**src/logic/lve_defs.svh**
```systemverilog
// Purpose: Offsets, field positions, vectors and reset values.
// Assumes: Included by bare name from the exception detect files.
// Notes: Definitions only.
`ifndef LVE_DEFS_SVH
`define LVE_DEFS_SVH
`define LVE_OFF_DBG_CTRL 12'h000
`define LVE_OFF_DBG_STAT 12'h004
`define LVE_OFF_CFG 12'h008
`define LVE_OFF_EXC_INFO 12'h00c
`define LVE_OFF_EXC_IP 12'h010
`define LVE_VEC_DE 8'h00
`define LVE_VEC_DB 8'h01
`define LVE_VEC_NMI 8'h02
`define LVE_VEC_BP 8'h03
`define LVE_VEC_OF 8'h04
`define LVE_VEC_BR 8'h05
`define LVE_VEC_UD 8'h06
`define LVE_VEC_NM 8'h07
`define LVE_VEC_RSVD 8'h20
`define LVE_CTL_W 5
`define LVE_CTL_RST 5'h00
`define LVE_CTL_IBP 0
`define LVE_CTL_DBP 1
`define LVE_CTL_IOBP 2
`define LVE_CTL_TSW 3
`define LVE_CTL_GD 4
`define LVE_STAT_W 7
`define LVE_ST_IBP 0
`define LVE_ST_DBP 1
`define LVE_ST_IOBP 2
`define LVE_ST_STEP 3
`define LVE_ST_TSW 4
`define LVE_ST_GD 5
`define LVE_ST_DEBUG_TRAP_OPCODE 6
`define LVE_CFG_W 6
`define LVE_CFG_RST 6'h00
`define LVE_CFG_MP 0
`define LVE_CFG_EM 1
`define LVE_CFG_TS 2
`define LVE_CFG_FXSR 3
`define LVE_CFG_XMMEX 4
`define LVE_CFG_DE 5
`endif

```
**src/logic/lve_pkg.sv**
```systemverilog
// Purpose: Types shared by the exception detect block.
// Assumes: Nothing beyond the constants header.
// Notes: State of the report handshake.
package lve_pkg;
  typedef enum logic {
    LVE_IDLE,
    LVE_HOLD
  } lve_state_e;
endpackage

```
**src/logic/lve_sync2.sv**
```systemverilog
// Purpose: Two flip-flop synchroniser for an asynchronous level.
// Assumes: Input from outside the clk_sys domain.
// Notes: The first stage feeds only the second.
`timescale 1ns/1ps
`default_nettype none
module lve_sync2 (
  input wire logic clk_sys,
  input wire logic srst,
  input wire logic d_async,
  output logic q_sync
);
  logic meta_reg;
  ////////////////////////////////////////////////////////////////////
  // Both stages clear under reset.
  always_ff @(posedge clk_sys) begin
    if (srst) begin
      meta_reg <= 1'b0;
      q_sync <= 1'b0;
    end else begin
      meta_reg <= d_async;
      q_sync <= meta_reg;
    end
  end
endmodule // lve_sync2
`default_nettype wire

```
**src/logic/lve_sticky.sv**
```systemverilog
// Purpose: Vector of sticky flags with set winning over clear.
// Assumes: Set and clear come from the clk_sys domain.
// Notes: Used for debug status and the pending interrupt.
`timescale 1ns/1ps
`default_nettype none
module lve_sticky #(
  parameter int W = 1
) (
  input wire logic clk_sys,
  input wire logic srst,
  input wire logic [W-1:0] set,
  input wire logic [W-1:0] clr,
  output logic [W-1:0] q
);
  ////////////////////////////////////////////////////////////////////
  // An event in the clearing cycle is kept.
  always_ff @(posedge clk_sys) begin
    if (srst) begin
      q <= '0;
    end else begin
      q <= set | (q & ~clr);
    end
  end
endmodule // lve_sticky
`default_nettype wire

```
**src/logic/lve_detect.sv**
```systemverilog
// Purpose: Detects and reports exception vectors 0 to 7.
// Assumes: Pipeline events arrive on clk_sys; nmi_pin is asynchronous.
// Notes: One instruction is judged per ins_valid and ins_ready.
`timescale 1ns/1ps
`default_nettype none
`include "lve_defs.svh"

// Functional notes
// - Zero divisor or quotient overflow raises vector 0.
// - Divide error saves the divide's address.
// - Enabled debug causes and opcode raise vector 1.
// - Debug cause goes to status, no code.
// - Instruction and detect faults; other debug causes trap.
// - Resume flag clears after each completed instruction but interrupt return and gate transfer.
// - Other exceptions push resume flag as one.
// - Resume flag skips one instruction breakpoint.
// - Debug exception pushes resume flag as zero.
// - Interrupt taken at boundary as vector 2.
// - Interrupt recognition blocked until interrupt return.
// - Breakpoint instruction traps vector 3, next byte.
// - Overflow check with flag set traps 4.
// - Out of bounds index faults vector 5.
// - Undefined opcodes and bad lock raise 6.
// - Mode illegal instructions raise vector 6.
// - Control bit conditions raise vector 6.
// - Invalid opcode is a fault, no code.
// - Coprocessor state conditions raise vector 7.
// - Vector 7 is a fault, no code.
// - Eight bit vector, low ones predefined.
module lve_detect #(
  parameter int IP_W = 32
) (
  input wire logic clk_sys,
  input wire logic srst,
  input wire logic [11:0] paddr,
  input wire logic psel,
  input wire logic penable,
  input wire logic pwrite,
  input wire logic [31:0] pwdata,
  output logic [31:0] prdata,
  output logic pready,
  output logic pslverr,
  input wire logic ins_valid,
  output logic ins_ready,
  input wire logic [IP_W-1:0] ins_ip,
  input wire logic [IP_W-1:0] ins_next_ip,
  input wire logic ins_div,
  input wire logic div_zero,
  input wire logic div_ovf,
  input wire logic ins_debug_trap_opcode,
  input wire logic ins_breakpoint_instruction,
  input wire logic ins_into,
  input wire logic overflow_flag,
  input wire logic ins_bound,
  input wire logic bound_out,
  input wire logic ins_undef,
  input wire logic ins_ud2,
  input wire logic lock_unlockable,
  input wire logic lock_non_mem,
  input wire logic bad_operand,
  input wire logic ins_fast_sys,
  input wire logic ins_legacy64,
  input wire logic ins_desc_tbl,
  input wire logic ins_vec,
  input wire logic ins_media,
  input wire logic vec_num_exc,
  input wire logic ins_dr_access,
  input wire logic ins_dr_alias,
  input wire logic ins_rsm,
  input wire logic ins_fp,
  input wire logic ins_float_wait_instruction,
  input wire logic ins_interrupt_return,
  input wire logic interrupt_return_rf_pop,
  input wire logic ins_gate_xfer,
  input wire logic string_intr,
  input wire logic ibp_hit,
  input wire logic dbp_hit,
  input wire logic iobp_hit,
  input wire logic task_switch,
  input wire logic single_step_flag,
  input wire logic long_mode,
  input wire logic mode64,
  input wire logic prot_mode,
  input wire logic v86_mode,
  input wire logic system_management_mode,
  input wire logic nmi_pin,
  input wire logic exc_ack,
  output logic exc_valid,
  output logic [7:0] exc_vector,
  output logic exc_err_code,
  output logic [IP_W-1:0] exc_ip,
  output logic exc_is_fault,
  output logic exc_rf_image,
  output logic resume_flag,
  output logic nmi_blocked
);
  ////////////////////////////////////////////////////////////////////
  // Declarations.
  lve_pkg::lve_state_e state_reg, state_next;
  logic [`LVE_CTL_W-1:0] ctl_reg;
  logic [`LVE_CFG_W-1:0] cfg_reg;
  logic [`LVE_STAT_W-1:0] stat_q, stat_set, stat_clr;
  logic nmi_s, nmi_q_reg, nmi_pend, nmi_rise, nmi_clr;
  logic go, take_nmi, complete;
  logic ibp, gd, dbg_fault, ud, nm, de, br, bp, ofl, dbg_trap;
  logic any_fault, any_exc, rf_next;
  logic [7:0] vec_sel;
  logic fault_sel;
  logic wr_go, setup_rd;
  logic sel_ctl, sel_stat, sel_cfg, sel_info, sel_ip, mapped;
  logic [31:0] rd_mux;

  ////////////////////////////////////////////////////////////////////
  // Interrupt pin synchroniser and edge latch.
  lve_sync2 u_nmi_sync (
    .clk_sys(clk_sys),
    .srst(srst),
    .d_async(nmi_pin),
    .q_sync(nmi_s)
  );

  always_ff @(posedge clk_sys) begin
    if (srst) begin
      nmi_q_reg <= 1'b0;
    end else begin
      nmi_q_reg <= nmi_s;
    end
  end

  // A new edge latches even while recognition is blocked.
  assign nmi_rise = nmi_s & ~nmi_q_reg;
  assign nmi_clr = take_nmi;

  lve_sticky #(
    .W(1)
  ) u_nmi_pend (
    .clk_sys(clk_sys),
    .srst(srst),
    .set(nmi_rise),
    .clr(nmi_clr),
    .q(nmi_pend)
  );

  ////////////////////////////////////////////////////////////////////
  // Instruction acceptance and boundary decisions.
  assign go = ins_valid & ins_ready;
  assign take_nmi = go & nmi_pend & ~nmi_blocked;

  ////////////////////////////////////////////////////////////////////
  // Cause detection for the offered instruction.
  // Resume flag masks breakpoint.
  assign ibp = ctl_reg[`LVE_CTL_IBP] & ibp_hit & ~resume_flag;
  assign gd = ctl_reg[`LVE_CTL_GD] & ins_dr_access;
  assign dbg_fault = ibp | gd;
  assign ud = ins_undef | ins_ud2 | lock_unlockable | lock_non_mem
    | bad_operand | (ins_fast_sys & long_mode)
    | (ins_legacy64 & mode64)
    | (ins_desc_tbl & (~prot_mode | v86_mode))
    | (ins_vec & ~cfg_reg[`LVE_CFG_FXSR])
    | ((ins_vec | ins_media) & cfg_reg[`LVE_CFG_EM])
    | (vec_num_exc & ~cfg_reg[`LVE_CFG_XMMEX])
    | (ins_dr_alias & cfg_reg[`LVE_CFG_DE])
    | (ins_rsm & ~system_management_mode);
  assign nm = (ins_float_wait_instruction & cfg_reg[`LVE_CFG_MP] & cfg_reg[`LVE_CFG_TS])
    | (ins_fp & ~ins_float_wait_instruction & cfg_reg[`LVE_CFG_EM])
    | ((ins_fp & ~ins_float_wait_instruction | ins_vec | ins_media) & cfg_reg[`LVE_CFG_TS]);
  assign de = ins_div & (div_zero | div_ovf);
  assign br = ins_bound & bound_out;
  assign bp = ins_breakpoint_instruction;
  assign ofl = ins_into & overflow_flag;
  assign dbg_trap = ins_debug_trap_opcode | single_step_flag
    | (ctl_reg[`LVE_CTL_DBP] & dbp_hit)
    | (ctl_reg[`LVE_CTL_IOBP] & iobp_hit)
    | (ctl_reg[`LVE_CTL_TSW] & task_switch);
  assign any_fault = dbg_fault | ud | nm | de | br;
  assign any_exc = any_fault | bp | ofl | dbg_trap;
  assign complete = go & ~take_nmi & ~any_fault;

  ////////////////////////////////////////////////////////////////////
  // One vector per instruction: faults first, then traps.
  always_comb begin
    vec_sel = `LVE_VEC_RSVD;
    fault_sel = 1'b0;
    if (dbg_fault) begin
      vec_sel = `LVE_VEC_DB;
      fault_sel = 1'b1;
    end else if (ud) begin
      vec_sel = `LVE_VEC_UD;
      fault_sel = 1'b1;
    end else if (nm) begin
      vec_sel = `LVE_VEC_NM;
      fault_sel = 1'b1;
    end else if (de) begin
      vec_sel = `LVE_VEC_DE;
      fault_sel = 1'b1;
    end else if (br) begin
      vec_sel = `LVE_VEC_BR;
      fault_sel = 1'b1;
    end else if (bp) begin
      vec_sel = `LVE_VEC_BP;
    end else if (ofl) begin
      vec_sel = `LVE_VEC_OF;
    end else if (dbg_trap) begin
      vec_sel = `LVE_VEC_DB;
    end
  end

  ////////////////////////////////////////////////////////////////////
  // Debug status: fault causes always, trap causes only without a fault, none when the interrupt is taken; vectored once.
  // Status recording.
  always_comb begin
    stat_set = '0;
    if (go & ~take_nmi) begin
      stat_set[`LVE_ST_IBP] = ibp;
      stat_set[`LVE_ST_GD] = gd;
      if (~any_fault) begin
        stat_set[`LVE_ST_DEBUG_TRAP_OPCODE] = ins_debug_trap_opcode;
        stat_set[`LVE_ST_STEP] = single_step_flag;
        stat_set[`LVE_ST_DBP] = ctl_reg[`LVE_CTL_DBP] & dbp_hit;
        stat_set[`LVE_ST_IOBP] = ctl_reg[`LVE_CTL_IOBP] & iobp_hit;
        stat_set[`LVE_ST_TSW] = ctl_reg[`LVE_CTL_TSW] & task_switch;
      end
    end
  end

  lve_sticky #(
    .W(`LVE_STAT_W)
  ) u_dbg_stat (
    .clk_sys(clk_sys),
    .srst(srst),
    .set(stat_set),
    .clr(stat_clr),
    .q(stat_q)
  );

  ////////////////////////////////////////////////////////////////////
  // Resume flag after a completed instruction.
  // Clear unless return or gate transfer.
  assign rf_next = ins_interrupt_return ? interrupt_return_rf_pop :
    (ins_gate_xfer ? resume_flag : 1'b0);

  always_ff @(posedge clk_sys) begin
    if (srst) begin
      resume_flag <= 1'b0;
    end else if (complete) begin
      resume_flag <= rf_next;
    end
  end

  // Recognition block, released by a completed interrupt return.
  always_ff @(posedge clk_sys) begin
    if (srst) begin
      nmi_blocked <= 1'b0;
    end else if (take_nmi) begin
      nmi_blocked <= 1'b1;
    end else if (complete & ins_interrupt_return) begin
      nmi_blocked <= 1'b0;
    end
  end

  ////////////////////////////////////////////////////////////////////
  // Report handshake: held until the dispatcher acknowledges.
  // One report at a time.
  always_comb begin
    case (state_reg)
      lve_pkg::LVE_IDLE: begin
        state_next = (take_nmi | (go & any_exc)) ?
          lve_pkg::LVE_HOLD : lve_pkg::LVE_IDLE;
      end
      lve_pkg::LVE_HOLD: begin
        state_next = exc_ack ? lve_pkg::LVE_IDLE : lve_pkg::LVE_HOLD;
      end
      default: begin
        state_next = lve_pkg::LVE_IDLE;
      end
    endcase
  end

  always_ff @(posedge clk_sys) begin
    if (srst) begin
      state_reg <= lve_pkg::LVE_IDLE;
      ins_ready <= 1'b0;
      exc_valid <= 1'b0;
    end else begin
      state_reg <= state_next;
      ins_ready <= (state_next == lve_pkg::LVE_IDLE);
      exc_valid <= (state_next == lve_pkg::LVE_HOLD);
    end
  end

  // Captured report fields; no vector here pushes an error code.
  // Eight bit vector field.
  always_ff @(posedge clk_sys) begin
    if (srst) begin
      exc_vector <= 8'h00;
      exc_err_code <= 1'b0;
      exc_ip <= '0;
      exc_is_fault <= 1'b0;
      exc_rf_image <= 1'b0;
    end else if (take_nmi) begin
      exc_vector <= `LVE_VEC_NMI;
      exc_ip <= ins_ip;
      exc_is_fault <= 1'b0;
      exc_rf_image <= string_intr | resume_flag;
    end else if (state_reg == lve_pkg::LVE_IDLE && go && any_exc) begin
      exc_vector <= vec_sel;
      exc_ip <= fault_sel ? ins_ip : ins_next_ip;
      exc_is_fault <= fault_sel;
      exc_rf_image <= (vec_sel != `LVE_VEC_DB);
    end
  end

  ////////////////////////////////////////////////////////////////////
  // APB slave: zero wait, error on unmapped word.
  assign sel_ctl = (paddr == `LVE_OFF_DBG_CTRL);
  assign sel_stat = (paddr == `LVE_OFF_DBG_STAT);
  assign sel_cfg = (paddr == `LVE_OFF_CFG);
  assign sel_info = (paddr == `LVE_OFF_EXC_INFO);
  assign sel_ip = (paddr == `LVE_OFF_EXC_IP);
  assign mapped = sel_ctl | sel_stat | sel_cfg | sel_info | sel_ip;
  assign setup_rd = psel & ~penable;
  assign wr_go = psel & penable & pready & pwrite & mapped;
  assign stat_clr = (wr_go & sel_stat) ? pwdata[`LVE_STAT_W-1:0] : '0;

  // Read data selection.
  assign rd_mux = sel_ctl ? {{(32-`LVE_CTL_W){1'b0}}, ctl_reg} :
    sel_stat ? {{(32-`LVE_STAT_W){1'b0}}, stat_q} :
    sel_cfg ? {{(32-`LVE_CFG_W){1'b0}}, cfg_reg} :
    sel_info ? {19'h00000, nmi_blocked, resume_flag, exc_rf_image,
      exc_is_fault, exc_err_code, exc_vector} :
    sel_ip ? 32'(exc_ip) : 32'h00000000;

  always_ff @(posedge clk_sys) begin
    if (srst) begin
      pready <= 1'b0;
      pslverr <= 1'b0;
      prdata <= 32'h00000000;
    end else begin
      pready <= setup_rd;
      pslverr <= setup_rd & ~mapped;
      prdata <= (setup_rd & ~pwrite) ? rd_mux : 32'h00000000;
    end
  end

  // Writable control registers.
  // Software enables.
  always_ff @(posedge clk_sys) begin
    if (srst) begin
      ctl_reg <= `LVE_CTL_RST;
      cfg_reg <= `LVE_CFG_RST;
    end else if (wr_go) begin
      if (sel_ctl) begin
        ctl_reg <= pwdata[`LVE_CTL_W-1:0];
      end
      if (sel_cfg) begin
        cfg_reg <= pwdata[`LVE_CFG_W-1:0];
      end
    end
  end
endmodule // lve_detect
`default_nettype wire

```
**config.mk**
```make
export PLATFORM = sky130hd
export DESIGN_NAME = lve_detect
export DESIGN_NICKNAME = d
export VERILOG_FILES = /design/src/logic/lve_pkg.sv /design/src/logic/lve_sync2.sv /design/src/logic/lve_sticky.sv /design/src/logic/lve_detect.sv
export VERILOG_INCLUDE_DIRS = /design/src /design/src/logic
export SDC_FILE = /design/constraint.sdc
export NUM_CORES = 1
export LEC_CHECK = 0
export BUFFER_PORTS_ARGS = -buffer_cell sky130_fd_sc_hd__buf_2
export CAP_MARGIN = 20
export CORE_MARGIN = 5
export CORE_UTILIZATION = 39
export CTS_BUF_LIST = sky130_fd_sc_hd__clkbuf_8
export DETAILED_ROUTE_END_ITERATION = 12
export GPL_TIMING_DRIVEN = 0
export PLACE_DENSITY_LB_ADDON = 0.2
export SLEW_MARGIN = 20
export SYNTH_ARGS = -nofsm -noshare
export SYNTH_HDL_FRONTEND = slang
export SYNTH_SLANG_ARGS = --single-unit
```
**constraint.sdc**
```tcl
create_clock -name clk_sys -period 2.7 [get_ports clk_sys]
set_input_delay 0.27 -clock clk_sys [delete_from_list [all_inputs] [get_ports clk_sys]]
set_output_delay 0.27 -clock clk_sys [all_outputs]
set_load 0.02 [all_outputs]
```
==> results.sh <==
export IMPL_rsz0062_at_grt="no"
export IMPL_reg_top3="exc_ip (32), prdata (32), u_dbg_stat.q (7)"
export IMPL_r2r_end="exc_ip[10]$_SDFFE_PP0P_"
export IMPL_hold_worst_slack_ns=0.115
export IMPL_slew_headroom=0.508
export IMPL_async_flop_share=0
export IMPL_finalHoldViolations=0
export IMPL_synth_avg_cell_area_um2=9.84
export IMPL_cap_violations=0
export IMPL_setup_ws_ns=0.220
export IMPL_pwr_density_cell_mw_per_mm2=523
export IMPL_post_cts_buffers=0
export IMPL_initial_core_util=0.399
export IMPL_clock_sinks=98
export IMPL_path_cells="and3b_1 -> or2_2 -> nor2_2 -> nand3_2 -> buf_2 -> mux2i_1 -> a211oi_2"
export IMPL_cp_end_kind="flop"
export IMPL_vias=4194
export IMPL_yosysMostFrequentCell="dfxtp_1"
export IMPL_fin_nets=815
export IMPL_leakage_nw=2.83
export IMPL_grt_pass1_wl_um=21400
export IMPL_drv_slew=0
export IMPL_crit_cells=7
export IMPL_diodes=0
export IMPL_dr_first_iter_drc_count=173
export IMPL_clockBufferDepth=2
export IMPL_numCtsBuffers=9
export IMPL_ys_warn_count=0
export IMPL_status="complete, no violations"
export IMPL_netlist_top_cells_count="dfxtp_1 (98), mux2i_1 (43), nor2_1 (36), nor3_1 (36), a211oi_2 (30)"
export IMPL_postSynthCellCount=440
export IMPL_cts_hold_buf=0
export IMPL_routed_wl_um=13900
export IMPL_worst_pin_slew_ns=0.736
export IMPL_worstSkewPairLatency_ns=0.37
export IMPL_die_height_um=115
export IMPL_dp_slack_ns=0.101
export IMPL_yosys_area_top_type="dfxtp_1"
export IMPL_setup_tns_ns=0
export IMPL_cts_tree="built"
export IMPL_wire_per_inst_um=17.3
export IMPL_synthFlopType="dfxtp_1"
export IMPL_htree_levels=3
export IMPL_path_max_fanout=10
export IMPL_synth_cell_types=52
export IMPL_clk_pin_slew_ns=0.10
export IMPL_synth_top_cell_area_share=0.453
export IMPL_io_buffers=205
export IMPL_ir_drop_mv=0.251
export IMPL_root_buffer="clkbuf_8"
export IMPL_route_detailed_drc=0
export IMPL_ys_ff_latch=98
export IMPL_grt_overflow=0
export IMPL_yosys_top_cells_area="dfxtp_1 (45%), mux2i_1 (9.9%), a211oi_2 (8.7%), nor3_1 (4.2%), and3_1 (3.6%)"
export IMPL_area_growth_pct=32.7
export IMPL_rrSetupSlack_ns=0.22
export IMPL_grt_pass1_vias=4212
export IMPL_hpwl_um=11300
export IMPL_antenna_found_initial=0
export IMPL_synth_enable_flop_cells=0
export IMPL_hp_class="primary input to flop"
export IMPL_crit_arrival_ns=2.70
export IMPL_dr_pass1_iters=6
export IMPL_clock_fmax_mhz=403
export IMPL_skew_ns=0.0120
export IMPL_crit_end="exc_ip[10]$_SDFFE_PP0P_"
export IMPL_grt_max_degree=20
export IMPL_place_congestion=0.897
export IMPL_setup_viol=0
export IMPL_ios=236
export IMPL_antenna_left=0
export IMPL_startpoint_type="flop"
export IMPL_synth_area_mm2=0.00433
export IMPL_viasPerCell=5.21
export IMPL_crit_path_start="resume_flag$_SDFFE_PP0P_"
export IMPL_required_ns=2.92
export IMPL_layout_drive_gt1_share=0.423
export IMPL_rr_startpoint="resume_flag$_SDFFE_PP0P_"
export IMPL_track_usage=0.207
export IMPL_crit_buf_inv=1
export IMPL_path_class="flop to flop"
export IMPL_cpPeakStageDelay_ns=0.49
export IMPL_chipWidth_um=115
export IMPL_synth_seq_area_share=0.453
export IMPL_critPathSlowestCell="dfxtp_1"
export IMPL_layout_min_cycle_time_ns=2.48
export IMPL_core_area_mm2=0.0108
export IMPL_r2r_cells=7
export IMPL_die_area_mm2=0.0133
export IMPL_num_rows=38
export IMPL_cpLargestDelayFamily="simple AND/OR/NAND/NOR gates"
export IMPL_period_share=0.919
routing by layer:
layer / share of wire / routed length [µm] / up-vias / global-route usage
li1: - / - / 2043 / -
met1: 0.41 / 5680 / 1959 / 0.261
met2: 0.49 / 6810 / 175 / 0.353
met3: 0.088 / 1230 / 17 / 0.0526
met4: 0.016 / 223 / 0 / 0.0540
met5: 0 / 0 / - / 0
layout make-up:
class | instances | area (µm²)
buffer | 37 | 190
inverter | 5 | 18.8
sequential | 98 | 1960
timing repair buffer | 205 | 1030
clock inverter | 7 | 72.6
fill | 1028 | 5090
multi-input combinational | 304 | 2180
tap | 140 | 175
clock buffer | 9 | 124
per-stage QoR:
stage | power, mW | instance area (µm²) | utilization | instances
after global placement | 2.10 | 5550 | 0.512 | 789
after detailed placement | 2.11 | 5550 | 0.512 | 789
final | 3.01 | 5750 | 0.530 | 805
after floorplan | 1.88 | 4350 | - | 444
after global routing | 3.15 | 5750 | 0.530 | 805
after CTS | 3.03 | 5740 | 0.530 | 805
cells in the final DEF (no fill, tap or decap), types with 2 or more instances in the layout:
| cell type | instances |
|---|---|
| a21boi_1 | 2 |
| nor2_1 | 36 |
| nor3_2 | 2 |
| or2_1 | 3 |
| a221oi_1 | 3 |
| a222oi_1 | 4 |
| inv_1 | 5 |
| nand4_1 | 2 |
| nand2_1 | 26 |
| a21oi_1 | 8 |
| nor2b_1 | 9 |
| and3b_1 | 4 |
| nor3_1 | 36 |
| buf_4 | 6 |
| dfxtp_1 | 98 |
| inv_8 | 2 |
| a211oi_2 | 30 |
| nand3_1 | 5 |
| buf_6 | 3 |
| and3_1 | 25 |
| clkbuf_8 | 9 |
| or3_1 | 3 |
| clkbuf_1 | 23 |
| mux2i_1 | 43 |
| or4_4 | 2 |
| nor2_2 | 2 |
| a2bb2oi_1 | 3 |
| a22oi_1 | 9 |
| clkinv_4 | 2 |
| nand2b_1 | 4 |
| conb_1 | 5 |
| or2_2 | 3 |
| a211oi_1 | 4 |
| o21ai_0 | 8 |
| buf_2 | 210 |
| a31oi_1 | 3 |
how the worst min path moves through the flow:
stage	start	to	slack (ns)	depth (start not counted)
2_1_floorplan	nmi_pin	u_nmi_sync.meta_reg$_SDFF_PP0_	0.40	1
3_3_place_gp	u_nmi_sync.meta_reg$_SDFF_PP0_	u_nmi_sync.q_sync$_SDFF_PP0_	0.42	1
3_5_place_dp	u_nmi_sync.meta_reg$_SDFF_PP0_	u_nmi_sync.q_sync$_SDFF_PP0_	0.43	1
4_1_cts	nmi_pin	u_nmi_sync.meta_reg$_SDFF_PP0_	0.10	2
5_1_grt	nmi_pin	u_nmi_sync.meta_reg$_SDFF_PP0_	0.1	2
6_report	nmi_pin	u_nmi_sync.meta_reg$_SDFF_PP0_	0.12	2
logic make-up after synthesis:
family | after synthesis | share of synthesized area
DFF | 98 | 0.453
buffers and inverters | 42 | 0.0482
and+or+nand+nor | 170 | 0.211
muxes | 44 | 0.102
AOI/OAI and AO/OA | 85 | 0.185
other | 1 | 0.000866
report_power, final:
group	internal, mW	total, mW	switching [mW]	leakage, nW
Sequential	1.51	1.56	0.0521	0.796
Clock	0.362	0.929	0.567	0.0966
Combinational	0.220	0.518	0.298	1.93
Total	2.09	3.01	0.917	2.83
what timing repair did:
item / CTS / global route
gates resized for setup: 0 / 1
hold endpoints to repair: 0 / 0
endpoints found under the setup margin: 0 / 20
No activity file was read; power rests on OpenSTA's default activity.
